<file path="src/shared/afc_map.svh">
// register map, field positions, reset values and timing counts
`ifndef AFC_MAP_SVH
`define AFC_MAP_SVH

`define AFC_IDX_W 10
`define AFC_IDX_PWR_FOUR 10'h00b
`define AFC_IDX_CLK_ONE 10'h028
`define AFC_IDX_CLK_TWO 10'h029
`define AFC_IDX_DAC_RATE 10'h035
`define AFC_IDX_ADC_RATE 10'h046
`define AFC_IDX_DAC_IF 10'h073
`define AFC_IDX_STATUS 10'h07f

`define AFC_BIT_SLOW_EN_PWR 8
`define AFC_BIT_SLOW_EN_CLK 15
`define AFC_BIT_SLOW_RATE 14
`define AFC_BCLK_DIV_MSB 7
`define AFC_BCLK_DIV_LSB 4
`define AFC_OUT_DIV_MSB 2
`define AFC_BIT_FRAME_SEL 15
`define AFC_BIT_FRAME_EN 11
`define AFC_LEN_MSB 10
`define AFC_BIT_BIT_CLOCK_MASTER_ENABLE 14

`define AFC_LEN_RST 11'h040
`define AFC_BCLK_DIV_RST 4'h0
`define AFC_OUT_DIV_RST 3'h0

`define AFC_SLOW_LOG_SLOW 21
`define AFC_SLOW_LOG_FAST 19
`define AFC_AGE_MAX 4'hf

`endif

</file>
<file path="src/shared/afc_pkg.sv">
// types shared by the frame and aux clock generator
package afc_pkg;
  typedef logic [10:0] afc_len_t;
  typedef logic [6:0] afc_half_div_t;
  typedef logic [31:0] afc_word_t;
  typedef enum logic {AFC_CH_ADC = 1'b0, AFC_CH_DAC = 1'b1} afc_chan_t;
endpackage

</file>
<file path="src/shared/afc_div_if.sv">
// link between the control logic and a half-step clock divider
`timescale 1ns/1ps
interface afc_div_if;
  logic enable;
  afc_pkg::afc_half_div_t half_div;
  logic tick;
  logic level;
  modport ctl (output enable, output half_div, input tick, input level);
  modport div (input enable, input half_div, output tick, output level);
endinterface

</file>
<file path="src/core/afc_frac_div.sv">
// divider by a whole or half ratio of the system clock
`timescale 1ns/1ps
`include "afc_map.svh"
module afc_frac_div (
  input wire logic clk_in,
  input wire logic rst_n_in,
  afc_div_if.div div_if
);
  import afc_pkg::*;

  afc_half_div_t count_ff;
  logic phase_ff;
  afc_half_div_t len;
  afc_half_div_t last_len_ff;
  logic [3:0] age_ff;
  afc_half_div_t half_q_ff;

  // period in whole cycles; odd halves alternate floor and ceil
  always_comb begin
    len = {1'b0, div_if.half_div[6:1]} +
          {6'h0, div_if.half_div[0] & phase_ff};
  end

  assign div_if.tick = div_if.enable && (count_ff >= len);
  assign div_if.level = div_if.enable &&
                        ({count_ff, 1'b0} <= {1'b0, len});

  always_ff @(posedge clk_in) begin
    if (!rst_n_in || !div_if.enable) begin
      count_ff <= 7'h01;
      phase_ff <= 1'b0;
    end else if (div_if.tick) begin
      count_ff <= 7'h01;
      phase_ff <= ~phase_ff;
    end else begin
      count_ff <= count_ff + 7'h01;
    end
  end

  // checker helpers: last period and settings age
  always_ff @(posedge clk_in) begin
    if (!rst_n_in || !div_if.enable) begin
      last_len_ff <= 7'h00;
      age_ff <= 4'h0;
      half_q_ff <= 7'h00;
    end else begin
      half_q_ff <= div_if.half_div;
      if (half_q_ff != div_if.half_div) begin
        age_ff <= 4'h0;
      end else if (div_if.tick && age_ff != `AFC_AGE_MAX) begin
        age_ff <= age_ff + 4'h1;
      end
      if (div_if.tick) begin
        last_len_ff <= count_ff;
      end
    end
  end
endmodule // afc_frac_div

</file>
<file path="src/core/afc_clock_gen.sv">
// frame clock, bit clock, aux clock and slow clock generation
//
// What this block does
// - master: ADC and DAC frame clocks counted from bit clock, independent.
// - master bit clock for frame dividers comes from system clock divider.
// - slave mode: far party drives both frame clocks, device takes them in.
// - shared frame pin by default; separate ADC frame only via general pin.
// - bit 15 picks shared pin source: 0 DAC frame, 1 ADC frame.
// - bit 11 enables ADC frame generation, master when set; resets off.
// - bit 11 enables DAC frame generation, master when set; resets off.
// - 11-bit bit-clocks-per-phase count, reset 64, up to 2047.
// - general pin set as aux clock outputs divided system clock.
// - aux divide codes 1-5 give 2,3,4,5.5,6; code 0 holds aux clock low; codes 6,7 reserved.
// - slow clock runs only when enabled; feeds debounce and zero-cross.
// - rate bit 14: 0 divides by 2^21, 1 divides by 2^19.
// - slow enable is one bit seen at two register locations.
// - bits 7:4 set master bit clock divide, including half ratios.
// - bit 14 master select drives bit clock pin; else bit clock input.
`timescale 1ns/1ps
`include "afc_map.svh"
module afc_clock_gen #(
  parameter int SLOW_LOG_SLOW = `AFC_SLOW_LOG_SLOW,
  parameter int SLOW_LOG_FAST = `AFC_SLOW_LOG_FAST,
  parameter int ADDR_W = 12
) (
  input wire logic clk_in,
  input wire logic rst_n_in,
  input wire logic psel_in,
  input wire logic penable_in,
  input wire logic pwrite_in,
  input wire logic [ADDR_W-1:0] paddr_in,
  input wire afc_pkg::afc_word_t pwdata_in,
  output afc_pkg::afc_word_t prdata_out,
  output logic pready_out,
  output logic pslverr_out,
  input wire logic bit_clock_in,
  output logic bit_clock_out,
  output logic bit_clock_oe_out,
  input wire logic frame_pin_in,
  output logic frame_pin_out,
  output logic frame_pin_oe_out,
  input wire logic adc_gpio_frame_fn_in,
  input wire logic adc_frame_pin_in,
  output logic adc_frame_pin_out,
  output logic adc_frame_pin_oe_out,
  input wire logic aux_gpio_clock_fn_in,
  output logic aux_output_clock_out,
  output logic aux_output_clock_oe_out,
  output logic adc_frame_clock_out,
  output logic dac_frame_clock_out,
  output logic slow_clock_tick_out
);
  import afc_pkg::*;

  localparam int SLOW_W = SLOW_LOG_SLOW;
  localparam logic [SLOW_W-1:0] SLOW_END_SLOW =
    SLOW_W'((64'd1 << SLOW_LOG_SLOW) - 64'd1);
  localparam logic [SLOW_W-1:0] SLOW_END_FAST =
    SLOW_W'((64'd1 << SLOW_LOG_FAST) - 64'd1);

  // control fields
  logic slow_clock_enable_ff;
  logic slow_clock_rate_select_ff;
  logic [3:0] bit_clock_divider_ff;
  logic [2:0] output_clock_divider_ff;
  logic frame_pin_source_select_ff;
  logic bit_clock_master_enable_ff;
  logic [1:0] frame_gen_enable_ff;
  afc_len_t frame_length_ff [2];

  // bus
  logic pready_ff;
  logic pslverr_ff;
  afc_word_t prdata_ff;
  logic [`AFC_IDX_W-1:0] reg_idx;
  logic wr_go;
  logic rd_hit;
  afc_word_t rd_data;

  // clocks
  logic bclk_q_ff;
  logic bclk_prev_ff;
  logic bclk_tick;
  logic [1:0] frame_ff;
  logic [1:0] frame_src;
  afc_len_t frame_cnt_ff [2];
  logic [SLOW_W-1:0] slow_cnt_ff;
  logic [SLOW_W-1:0] slow_end;
  logic aux_valid;

  afc_div_if bdiv_if ();
  afc_div_if adiv_if ();

  afc_frac_div u_bit_div (
    .clk_in (clk_in),
    .rst_n_in (rst_n_in),
    .div_if (bdiv_if.div)
  );

  afc_frac_div u_aux_div (
    .clk_in (clk_in),
    .rst_n_in (rst_n_in),
    .div_if (adiv_if.div)
  );

  // ratio in half cycles for the bit clock divider
  function automatic afc_half_div_t bclk_halves(input logic [3:0] code);
    case (code)
      4'h0: bclk_halves = 7'h02;
      4'h1: bclk_halves = 7'h03;
      4'h2: bclk_halves = 7'h04;
      4'h3: bclk_halves = 7'h06;
      4'h4: bclk_halves = 7'h08;
      4'h5: bclk_halves = 7'h0b;
      4'h6: bclk_halves = 7'h0c;
      4'h7: bclk_halves = 7'h10;
      4'h8: bclk_halves = 7'h16;
      4'h9: bclk_halves = 7'h18;
      4'ha: bclk_halves = 7'h20;
      4'hb: bclk_halves = 7'h2c;
      4'hc: bclk_halves = 7'h30;
      default: bclk_halves = 7'h40;
    endcase
  endfunction

  // ratio in half cycles for the aux output clock
  function automatic afc_half_div_t aux_halves(input logic [2:0] code);
    case (code)
      3'h0: aux_halves = 7'h02;
      3'h1: aux_halves = 7'h04;
      3'h2: aux_halves = 7'h06;
      3'h3: aux_halves = 7'h08;
      3'h4: aux_halves = 7'h0b;
      default: aux_halves = 7'h0c;
    endcase
  endfunction

  assign bdiv_if.enable = bit_clock_master_enable_ff;
  assign bdiv_if.half_div = bclk_halves(bit_clock_divider_ff);

  // reserved codes stop the aux clock
  assign aux_valid = (output_clock_divider_ff <= 3'h5);
  assign adiv_if.enable = aux_gpio_clock_fn_in && aux_valid;
  assign adiv_if.half_div = aux_halves(output_clock_divider_ff);

  // apb decode: one wait state, answer registered
  assign reg_idx = paddr_in[`AFC_IDX_W+1:2];
  assign wr_go = psel_in && penable_in && pready_ff && pwrite_in &&
                 !pslverr_ff;

  always_comb begin
    rd_data = 32'h0000_0000;
    rd_hit = 1'b1;
    case (reg_idx)
      `AFC_IDX_PWR_FOUR: rd_data[`AFC_BIT_SLOW_EN_PWR] = slow_clock_enable_ff;
      `AFC_IDX_CLK_ONE: begin
        rd_data[`AFC_BIT_SLOW_EN_CLK] = slow_clock_enable_ff;
        rd_data[`AFC_BIT_SLOW_RATE] = slow_clock_rate_select_ff;
        rd_data[`AFC_BCLK_DIV_MSB:`AFC_BCLK_DIV_LSB] = bit_clock_divider_ff;
        rd_data[`AFC_OUT_DIV_MSB:0] = output_clock_divider_ff;
      end
      `AFC_IDX_CLK_TWO:
        rd_data[`AFC_BIT_FRAME_SEL] = frame_pin_source_select_ff;
      `AFC_IDX_DAC_RATE: begin
        rd_data[`AFC_BIT_FRAME_EN] = frame_gen_enable_ff[AFC_CH_DAC];
        rd_data[`AFC_LEN_MSB:0] = frame_length_ff[AFC_CH_DAC];
      end
      `AFC_IDX_ADC_RATE: begin
        rd_data[`AFC_BIT_FRAME_EN] = frame_gen_enable_ff[AFC_CH_ADC];
        rd_data[`AFC_LEN_MSB:0] = frame_length_ff[AFC_CH_ADC];
      end
      `AFC_IDX_DAC_IF:
        rd_data[`AFC_BIT_BIT_CLOCK_MASTER_ENABLE] = bit_clock_master_enable_ff;
      `AFC_IDX_STATUS: rd_data[3:0] = {bit_clock_out, slow_clock_enable_ff,
                                       frame_ff[AFC_CH_DAC],
                                       frame_ff[AFC_CH_ADC]};
      default: rd_hit = 1'b0;
    endcase
  end

  always_ff @(posedge clk_in) begin
    if (!rst_n_in) begin
      pready_ff <= 1'b0;
      pslverr_ff <= 1'b0;
      prdata_ff <= 32'h0000_0000;
    end else if (psel_in && penable_in && !pready_ff) begin
      pready_ff <= 1'b1;
      pslverr_ff <= !rd_hit || (pwrite_in && reg_idx == `AFC_IDX_STATUS);
      prdata_ff <= pwrite_in ? 32'h0000_0000 : rd_data;
    end else begin
      pready_ff <= 1'b0;
      pslverr_ff <= 1'b0;
    end
  end

  always_ff @(posedge clk_in) begin
    if (!rst_n_in) begin
      slow_clock_enable_ff <= 1'b0;
    end else if (wr_go && reg_idx == `AFC_IDX_PWR_FOUR) begin
      slow_clock_enable_ff <= pwdata_in[`AFC_BIT_SLOW_EN_PWR];
    end else if (wr_go && reg_idx == `AFC_IDX_CLK_ONE) begin
      slow_clock_enable_ff <= pwdata_in[`AFC_BIT_SLOW_EN_CLK];
    end
  end

  always_ff @(posedge clk_in) begin
    if (!rst_n_in) begin
      slow_clock_rate_select_ff <= 1'b0;
      bit_clock_divider_ff <= `AFC_BCLK_DIV_RST;
      output_clock_divider_ff <= `AFC_OUT_DIV_RST;
      frame_pin_source_select_ff <= 1'b0;
      bit_clock_master_enable_ff <= 1'b0;
    end else if (wr_go) begin
      if (reg_idx == `AFC_IDX_CLK_ONE) begin
        slow_clock_rate_select_ff <= pwdata_in[`AFC_BIT_SLOW_RATE];
        bit_clock_divider_ff <=
          pwdata_in[`AFC_BCLK_DIV_MSB:`AFC_BCLK_DIV_LSB];
        output_clock_divider_ff <= pwdata_in[`AFC_OUT_DIV_MSB:0];
      end
      if (reg_idx == `AFC_IDX_CLK_TWO) begin
        frame_pin_source_select_ff <= pwdata_in[`AFC_BIT_FRAME_SEL];
      end
      if (reg_idx == `AFC_IDX_DAC_IF) begin
        bit_clock_master_enable_ff <= pwdata_in[`AFC_BIT_BIT_CLOCK_MASTER_ENABLE];
      end
    end
  end

  always_ff @(posedge clk_in) begin
    if (!rst_n_in) begin
      frame_gen_enable_ff <= 2'b00;
      frame_length_ff[AFC_CH_ADC] <= `AFC_LEN_RST;
      frame_length_ff[AFC_CH_DAC] <= `AFC_LEN_RST;
    end else if (wr_go && reg_idx == `AFC_IDX_ADC_RATE) begin
      frame_gen_enable_ff[AFC_CH_ADC] <= pwdata_in[`AFC_BIT_FRAME_EN];
      frame_length_ff[AFC_CH_ADC] <= pwdata_in[`AFC_LEN_MSB:0];
    end else if (wr_go && reg_idx == `AFC_IDX_DAC_RATE) begin
      frame_gen_enable_ff[AFC_CH_DAC] <= pwdata_in[`AFC_BIT_FRAME_EN];
      frame_length_ff[AFC_CH_DAC] <= pwdata_in[`AFC_LEN_MSB:0];
    end
  end

  always_ff @(posedge clk_in) begin
    if (!rst_n_in) begin
      bclk_q_ff <= 1'b0;
      bclk_prev_ff <= 1'b0;
    end else begin
      bclk_q_ff <= bit_clock_in;
      bclk_prev_ff <= bclk_q_ff;
    end
  end

  assign bclk_tick = bit_clock_master_enable_ff ? bdiv_if.tick :
                     (bclk_q_ff && !bclk_prev_ff);

  assign frame_src[AFC_CH_DAC] = frame_pin_in;
  assign frame_src[AFC_CH_ADC] = adc_gpio_frame_fn_in ? adc_frame_pin_in :
                                 frame_pin_in;

  for (genvar ch = 0; ch < 2; ch++) begin : g_frame
    always_ff @(posedge clk_in) begin
      if (!rst_n_in) begin
        frame_cnt_ff[ch] <= 11'h000;
        frame_ff[ch] <= 1'b0;
      end else if (!frame_gen_enable_ff[ch]) begin
        frame_cnt_ff[ch] <= 11'h000;
        frame_ff[ch] <= frame_src[ch];
      end else if (bclk_tick) begin
        if (frame_cnt_ff[ch] + 11'h001 >= frame_length_ff[ch]) begin
          frame_cnt_ff[ch] <= 11'h000;
          frame_ff[ch] <= ~frame_ff[ch];
        end else begin
          frame_cnt_ff[ch] <= frame_cnt_ff[ch] + 11'h001;
        end
      end
    end

  end

  assign slow_end = slow_clock_rate_select_ff ? SLOW_END_FAST : SLOW_END_SLOW;

  always_ff @(posedge clk_in) begin
    if (!rst_n_in || !slow_clock_enable_ff) begin
      slow_cnt_ff <= '0;
      slow_clock_tick_out <= 1'b0;
    end else if (slow_cnt_ff >= slow_end) begin
      slow_cnt_ff <= '0;
      slow_clock_tick_out <= 1'b1;
    end else begin
      slow_cnt_ff <= slow_cnt_ff + 1'b1;
      slow_clock_tick_out <= 1'b0;
    end
  end

  always_ff @(posedge clk_in) begin
    if (!rst_n_in) begin
      bit_clock_out <= 1'b0;
      bit_clock_oe_out <= 1'b0;
      frame_pin_out <= 1'b0;
      frame_pin_oe_out <= 1'b0;
      adc_frame_pin_out <= 1'b0;
      adc_frame_pin_oe_out <= 1'b0;
      aux_output_clock_out <= 1'b0;
      aux_output_clock_oe_out <= 1'b0;
      adc_frame_clock_out <= 1'b0;
      dac_frame_clock_out <= 1'b0;
    end else begin
      bit_clock_out <= bdiv_if.level;
      bit_clock_oe_out <= bit_clock_master_enable_ff;
      frame_pin_out <= frame_pin_source_select_ff ? frame_ff[AFC_CH_ADC] :
                       frame_ff[AFC_CH_DAC];
      frame_pin_oe_out <= frame_pin_source_select_ff ?
                          frame_gen_enable_ff[AFC_CH_ADC] :
                          frame_gen_enable_ff[AFC_CH_DAC];
      adc_frame_pin_out <= frame_ff[AFC_CH_ADC];
      adc_frame_pin_oe_out <= adc_gpio_frame_fn_in &&
                              frame_gen_enable_ff[AFC_CH_ADC];
      aux_output_clock_out <= adiv_if.level;
      aux_output_clock_oe_out <= aux_gpio_clock_fn_in;
      adc_frame_clock_out <= frame_ff[AFC_CH_ADC];
      dac_frame_clock_out <= frame_ff[AFC_CH_DAC];
    end
  end

  assign prdata_out = prdata_ff;
  assign pready_out = pready_ff;
  assign pslverr_out = pslverr_ff;
endmodule // afc_clock_gen

</file>
<file path="config.mk">
export PLATFORM = sky130hd
export DESIGN_NAME = afc_clock_gen
export DESIGN_NICKNAME = d
export VERILOG_FILES = /design/src/shared/afc_pkg.sv /design/src/shared/afc_div_if.sv /design/src/core/afc_frac_div.sv /design/src/core/afc_clock_gen.sv
export VERILOG_INCLUDE_DIRS = /design/src /design/src/shared
export SDC_FILE = /design/constraint.sdc
export NUM_CORES = 1
export LEC_CHECK = 0
export BUFFER_PORTS_ARGS = -buffer_cell sky130_fd_sc_hd__buf_4
export CAP_MARGIN = 0
export CORE_MARGIN = 2
export CORE_UTILIZATION = 30
export CTS_BUF_LIST = sky130_fd_sc_hd__clkbuf_4 sky130_fd_sc_hd__clkbuf_8 sky130_fd_sc_hd__clkbuf_16
export DETAILED_ROUTE_END_ITERATION = 16
export GPL_TIMING_DRIVEN = 0
export PLACE_DENSITY = 0.52
export SETUP_SLACK_MARGIN = 0.05
export SYNTH_ARGS = -nofsm -noshare
export SYNTH_HDL_FRONTEND = slang
export SYNTH_SLANG_ARGS = --single-unit
</file>
<file path="constraint.sdc">
create_clock -name clk_in -period 7.5 [get_ports clk_in]
set_clock_uncertainty 0.2 [all_clocks]
set_input_delay 0.375 -clock clk_in [delete_from_list [all_inputs] [get_ports clk_in]]
set_output_delay 0.375 -clock clk_in [all_outputs]
set_load 0.02 [all_outputs]
</file>
==> run summary <==
SETUP PATH
------------------------------------------------------------------------------------------------------
Required @ worst endpoint                                                                      7290 ps
Number of cell instances on the worst register-to-register path                                     12
Crit Reg-Reg Endpoint                                                                     frame_cnt_ff[1][9]
Worst Setup Start Kind                                                                       flip-flop
Endpoint arrival time on the critical path                                                     3240 ps
RR Startpoint                                                                             u_bit_div.phase_ff
Maximum fanout along the worst path                                                                 11
Crit end category                                                                            flip-flop
Category of the critical setup timing path                                                  reg -> reg
Register-to-register path setup slack                                                          4050 ps

LOGIC SYNTHESIS
------------------------------------------------------------------------------------------------------
Count of cell types in the netlist                                                                  62
Number of enable-type register cells in the synthesized netlist                                     44
Number of instances in the synthesized netlist                                                     732
Average cell area after synthesis                                                            9.596 µm²
Most common flop cell mapped by yosys                                                     sky130_fd_sc_hd__dfxtp_1
Post-synthesis cell type with the largest combined area                                   sky130_fd_sc_hd__dfxtp_1
Synth top area cells                                                                      sky130_fd_sc_hd__dfxtp_1 (25%), sky130_fd_sc_hd__edfxtp_1 (19%), sky130_fd_sc_hd__ha_1 (10%), sky130_fd_sc_hd__nor2_1 (4.2%), sky130_fd_sc_hd__xor2_1 (4.0%)
Synthesis-stage register bit count                                                                 131
Synth Warn #                                                                                         0
Async set-or-reset flop fraction in the synthesized netlist                                          0
Fraction of the yosys area taken by sequential cells                                            0.4361
Total standard cell area after synthesis                                                  0.007024 mm²
Post-synth top area share                                                                       0.2480

GLOBAL ROUTING
------------------------------------------------------------------------------------------------------
GRT Resource Usage Total                                                                        0.1439
Leftover overflow at the end of global routing                                                       0
First-pass GRT wire length                                                                    27.32 mm
Via count of the first global-routing pass                                                       5,125
Antenna violations before repair                                                                     0
Maximum number of pins on one net before global-route repair                                        17

HOLD PATH
------------------------------------------------------------------------------------------------------
Origin of the worst min-delay path                                                        pwdata_in[11]
Capture endpoint of the worst hold path                                                   frame_gen_enable_ff[0]
Worst hold path type                                                                         in -> reg
Worst hold path stage count                                                                          3

STA
------------------------------------------------------------------------------------------------------
RSZ-0062 raised after global routing                                                                no
Setup Total Neg Slack                                                                             0 ps
Number of pins with negative max-slew slack in the final report                                      0
Number of hold violations in the final report                                                        0
Max Clk Rate                                                                                 290.2 MHz
Final period util                                                                               0.4594
Period minus WS final                                                                          3446 ps
Final setup violation count                                                                          0
Slew at the pin closest to its max-slew limit                                                 767.2 ps
Tightest hold margin                                                                          15.92 ps
Worst setup slack after layout                                                                 4054 ps
Worst-case headroom to the max-slew limit                                                       0.4866

CTS
------------------------------------------------------------------------------------------------------
H-Tree Depth                                                                                         4
Num CTS Buffers                                                                                     17
Clock latency at the later pin of the worst-skew pair                                           410 ps
Clock transition at the register clock pins on the worst setup and hold paths after CTS          60 ps
CTS sink cnt                                                                                       131
Max Buffers Root-to-Sink                                                                             2
Buffer cell driving the clock tree root                                                   sky130_fd_sc_hd__clkbuf_16
Post-CTS Repair Setup Buffers                                                                        0
CTS tree                                                                                         built

DIE
------------------------------------------------------------------------------------------------------
Core ar.                                                                                   0.02278 mm²
Cell row count                                                                                      55
Die Wd                                                                                        157.0 µm
Area of the die                                                                            0.02465 mm²
Number of top-level pins                                                                            99
Die span in y                                                                                 157.0 µm
Starting Density                                                                                0.3084

DRT
------------------------------------------------------------------------------------------------------
Detailed-route via count                                                                         5,351
Remaining antenna violation count after routing                                                      0
DR iter-0 viols                                                                                    327
Count of unresolved DRC violations after routing                                                     0
Detail-routed via count per cell                                                                 4.625
Drt wl/cell                                                                                   14.76 µm
DRT Wirelength                                                                                17.07 mm
Pre-antenna DRT Iters                                                                                7

FINISH
------------------------------------------------------------------------------------------------------
Number of nets at the end of the flow                                                              943
Final cell area excluding filler cells                                                    0.008514 mm²
Number of inserted diodes                                                                            0
Number of cells in the finished layout apart from fillers                                        1,157
Proportion of layout cells with a drive suffix above 1                                          0.1540
Area growth from synthesis to final layout                                                      21.21%

PLACE
------------------------------------------------------------------------------------------------------
Setup slack after placement                                                                    3932 ps
Placed cell count                                                                                1,123
GP Congestion                                                                                   0.7876
Standard cell area after detailed placement                                               0.007930 mm²
Port bufs                                                                                           59
DP Wirelength                                                                                 13.27 mm

RUN
------------------------------------------------------------------------------------------------------
Max Cap Viol                                                                                         0

RUN STATUS
------------------------------------------------------------------------------------------------------
Run status                                                                                complete, no violations

PWR
------------------------------------------------------------------------------------------------------
Static Leak                                                                                   3.547 nW
Maximum resistive drop on vdd                                                                0.1487 mV
P per Cell Area                                                                           187.7 mW/mm²

==> cell usage after synthesis (4+ instances only) <==
cell type and number:
sky130_fd_sc_hd__a211o_1 5, sky130_fd_sc_hd__a211oi_1 4, sky130_fd_sc_hd__a21o_1 8, sky130_fd_sc_hd__a21oi_1 25, sky130_fd_sc_hd__a222oi_1 9, sky130_fd_sc_hd__a22o_1 9, sky130_fd_sc_hd__a22oi_1 5, sky130_fd_sc_hd__and2_1 23
sky130_fd_sc_hd__and3_1 15, sky130_fd_sc_hd__and4_1 4, sky130_fd_sc_hd__buf_2 4, sky130_fd_sc_hd__buf_4 19, sky130_fd_sc_hd__clkbuf_1 14, sky130_fd_sc_hd__dfxtp_1 87, sky130_fd_sc_hd__edfxtp_1 44, sky130_fd_sc_hd__ha_1 58
sky130_fd_sc_hd__inv_1 40, sky130_fd_sc_hd__mux2i_1 9, sky130_fd_sc_hd__nand2_1 60, sky130_fd_sc_hd__nand2b_1 9, sky130_fd_sc_hd__nand3_1 38, sky130_fd_sc_hd__nand4_1 8, sky130_fd_sc_hd__nor2_1 78, sky130_fd_sc_hd__nor2b_1 24
sky130_fd_sc_hd__nor3_1 7, sky130_fd_sc_hd__o21ai_0 17, sky130_fd_sc_hd__or2_2 4, sky130_fd_sc_hd__or3_1 4, sky130_fd_sc_hd__xnor2_1 22, sky130_fd_sc_hd__xor2_1 32
==> state kept, by name (all words and copies together) (netlist names), 2 cells and up <==
register,cells
bdiv_if.half_div,7
bit_clock_divider_ff,4
frame_cnt_ff,22
frame_ff,2
frame_gen_enable_ff,2
frame_length_ff,22
output_clock_divider_ff,3
prdata_out,14
slow_cnt_ff,21
u_aux_div.count_ff,7
u_bit_div.count_ff,7
==> repair_timing <==
action                                  4_1_cts  5_1_grt
hold buffers                                  2        0
endpoints found under the setup margin        0        0
resized for setup                             0        0
endpoints found under the hold margin         2        0
==> per-stage QoR <==
step,power [mW],util
final,1.598,0.3738
after global routing,1.654,0.3738
after CTS,1.616,0.3738
after detailed placement,0.8275,0.3481
after global placement,0.8274,0.3481
after floorplan,0.7952,-
==> worst max-delay path by stage <==
stage                             startpoint                   to  slack, ps  cells after the start
final                     u_bit_div.phase_ff   frame_cnt_ff[1][9]       4050                     12
after global routing      u_bit_div.phase_ff   frame_cnt_ff[1][2]       3780                     12
after CTS                 u_bit_div.phase_ff   frame_cnt_ff[1][9]       4000                     12
after detailed placement         paddr_in[9]  bdiv_if.half_div[2]       3930                     11
after global placement           paddr_in[9]  bdiv_if.half_div[2]       3920                     11
after floorplan           u_bit_div.phase_ff   frame_cnt_ff[1][0]       4520                     11
==> per-layer routing <==
metal | track usage | vias to the layer above | part of all wire
met4 | 0.04545 | 0 | 0.0094
met2 | 0.2433 | 80 | 0.50
li1 | - | 2755 | -
met5 | 0 | - | 0
met1 | 0.1810 | 2506 | 0.46
met3 | 0.03469 | 10 | 0.036
==> kinds of logic after synthesis <==
group                      Yosys count  synth area share
and+or+nand+nor                    296            0.2194
buffers and inverters               79           0.05308
xor gates and xnor gates            54           0.06733
AOI/OAI and AO/OA                  104            0.1074
other                                1         0.0005339
muxes                                9           0.01283
adders and majority gates           58            0.1033
DFF                                131            0.4361
==> where the power goes <==
part           switching [mW]  total, mW  internal (mW)
registers             0.00521      0.743          0.738
clock network           0.308      0.785          0.478
logic                  0.0408     0.0701         0.0292
==> worst max-delay path, cell delays in order (launching register included) <==
cell and delay (ps):
sky130_fd_sc_hd__dfxtp_1 330, sky130_fd_sc_hd__and2_1 150, sky130_fd_sc_hd__ha_1 150, sky130_fd_sc_hd__ha_1 200
sky130_fd_sc_hd__nand3_1 80, sky130_fd_sc_hd__or2_2 300, sky130_fd_sc_hd__ha_1 340, sky130_fd_sc_hd__a21oi_1 130
sky130_fd_sc_hd__inv_1 70, sky130_fd_sc_hd__a21oi_1 340, sky130_fd_sc_hd__inv_1 130, sky130_fd_sc_hd__nor2_1 150
sky130_fd_sc_hd__nand3_1 450
==> layout by cell type, fill, tap and decap left out, drive strengths merged, types with 5 or more instances in the layout <==
cell type	instances
nor2b	24
nor2	78
xnor2	22
a21o	8
inv	42
and2	23
ha	58
clkbuf	38
a22o	9
or2	5
xor2	32
a211o	5
or3	5
a21oi	27
buf	83
nand2b	9
nand3	38
nor4	5
a22oi	5
a222oi	9
nor3	7
conb	20
nand4	8
edfxtp	44
o21ai	17
clkinv	5
nand2	60
mux2i	9
and3	15
dfxtp	87
==> area by class of cell <==
| type | instances | area [µm²] |
|---|---|---|
| flip-flops and latches | 131 | 3063 |
| well taps | 313 | 391.6 |
| repair buffers | 61 | 462.9 |
| clock inverters | 8 | 50.05 |
| inverters | 41 | 153.9 |
| clock buffers | 24 | 514.2 |
| multi-input cells | 541 | 3660 |
| fillers | 2377 | 14260 |
| plain buffers | 38 | 219.0 |
Power figures use the tool's default switching activity.
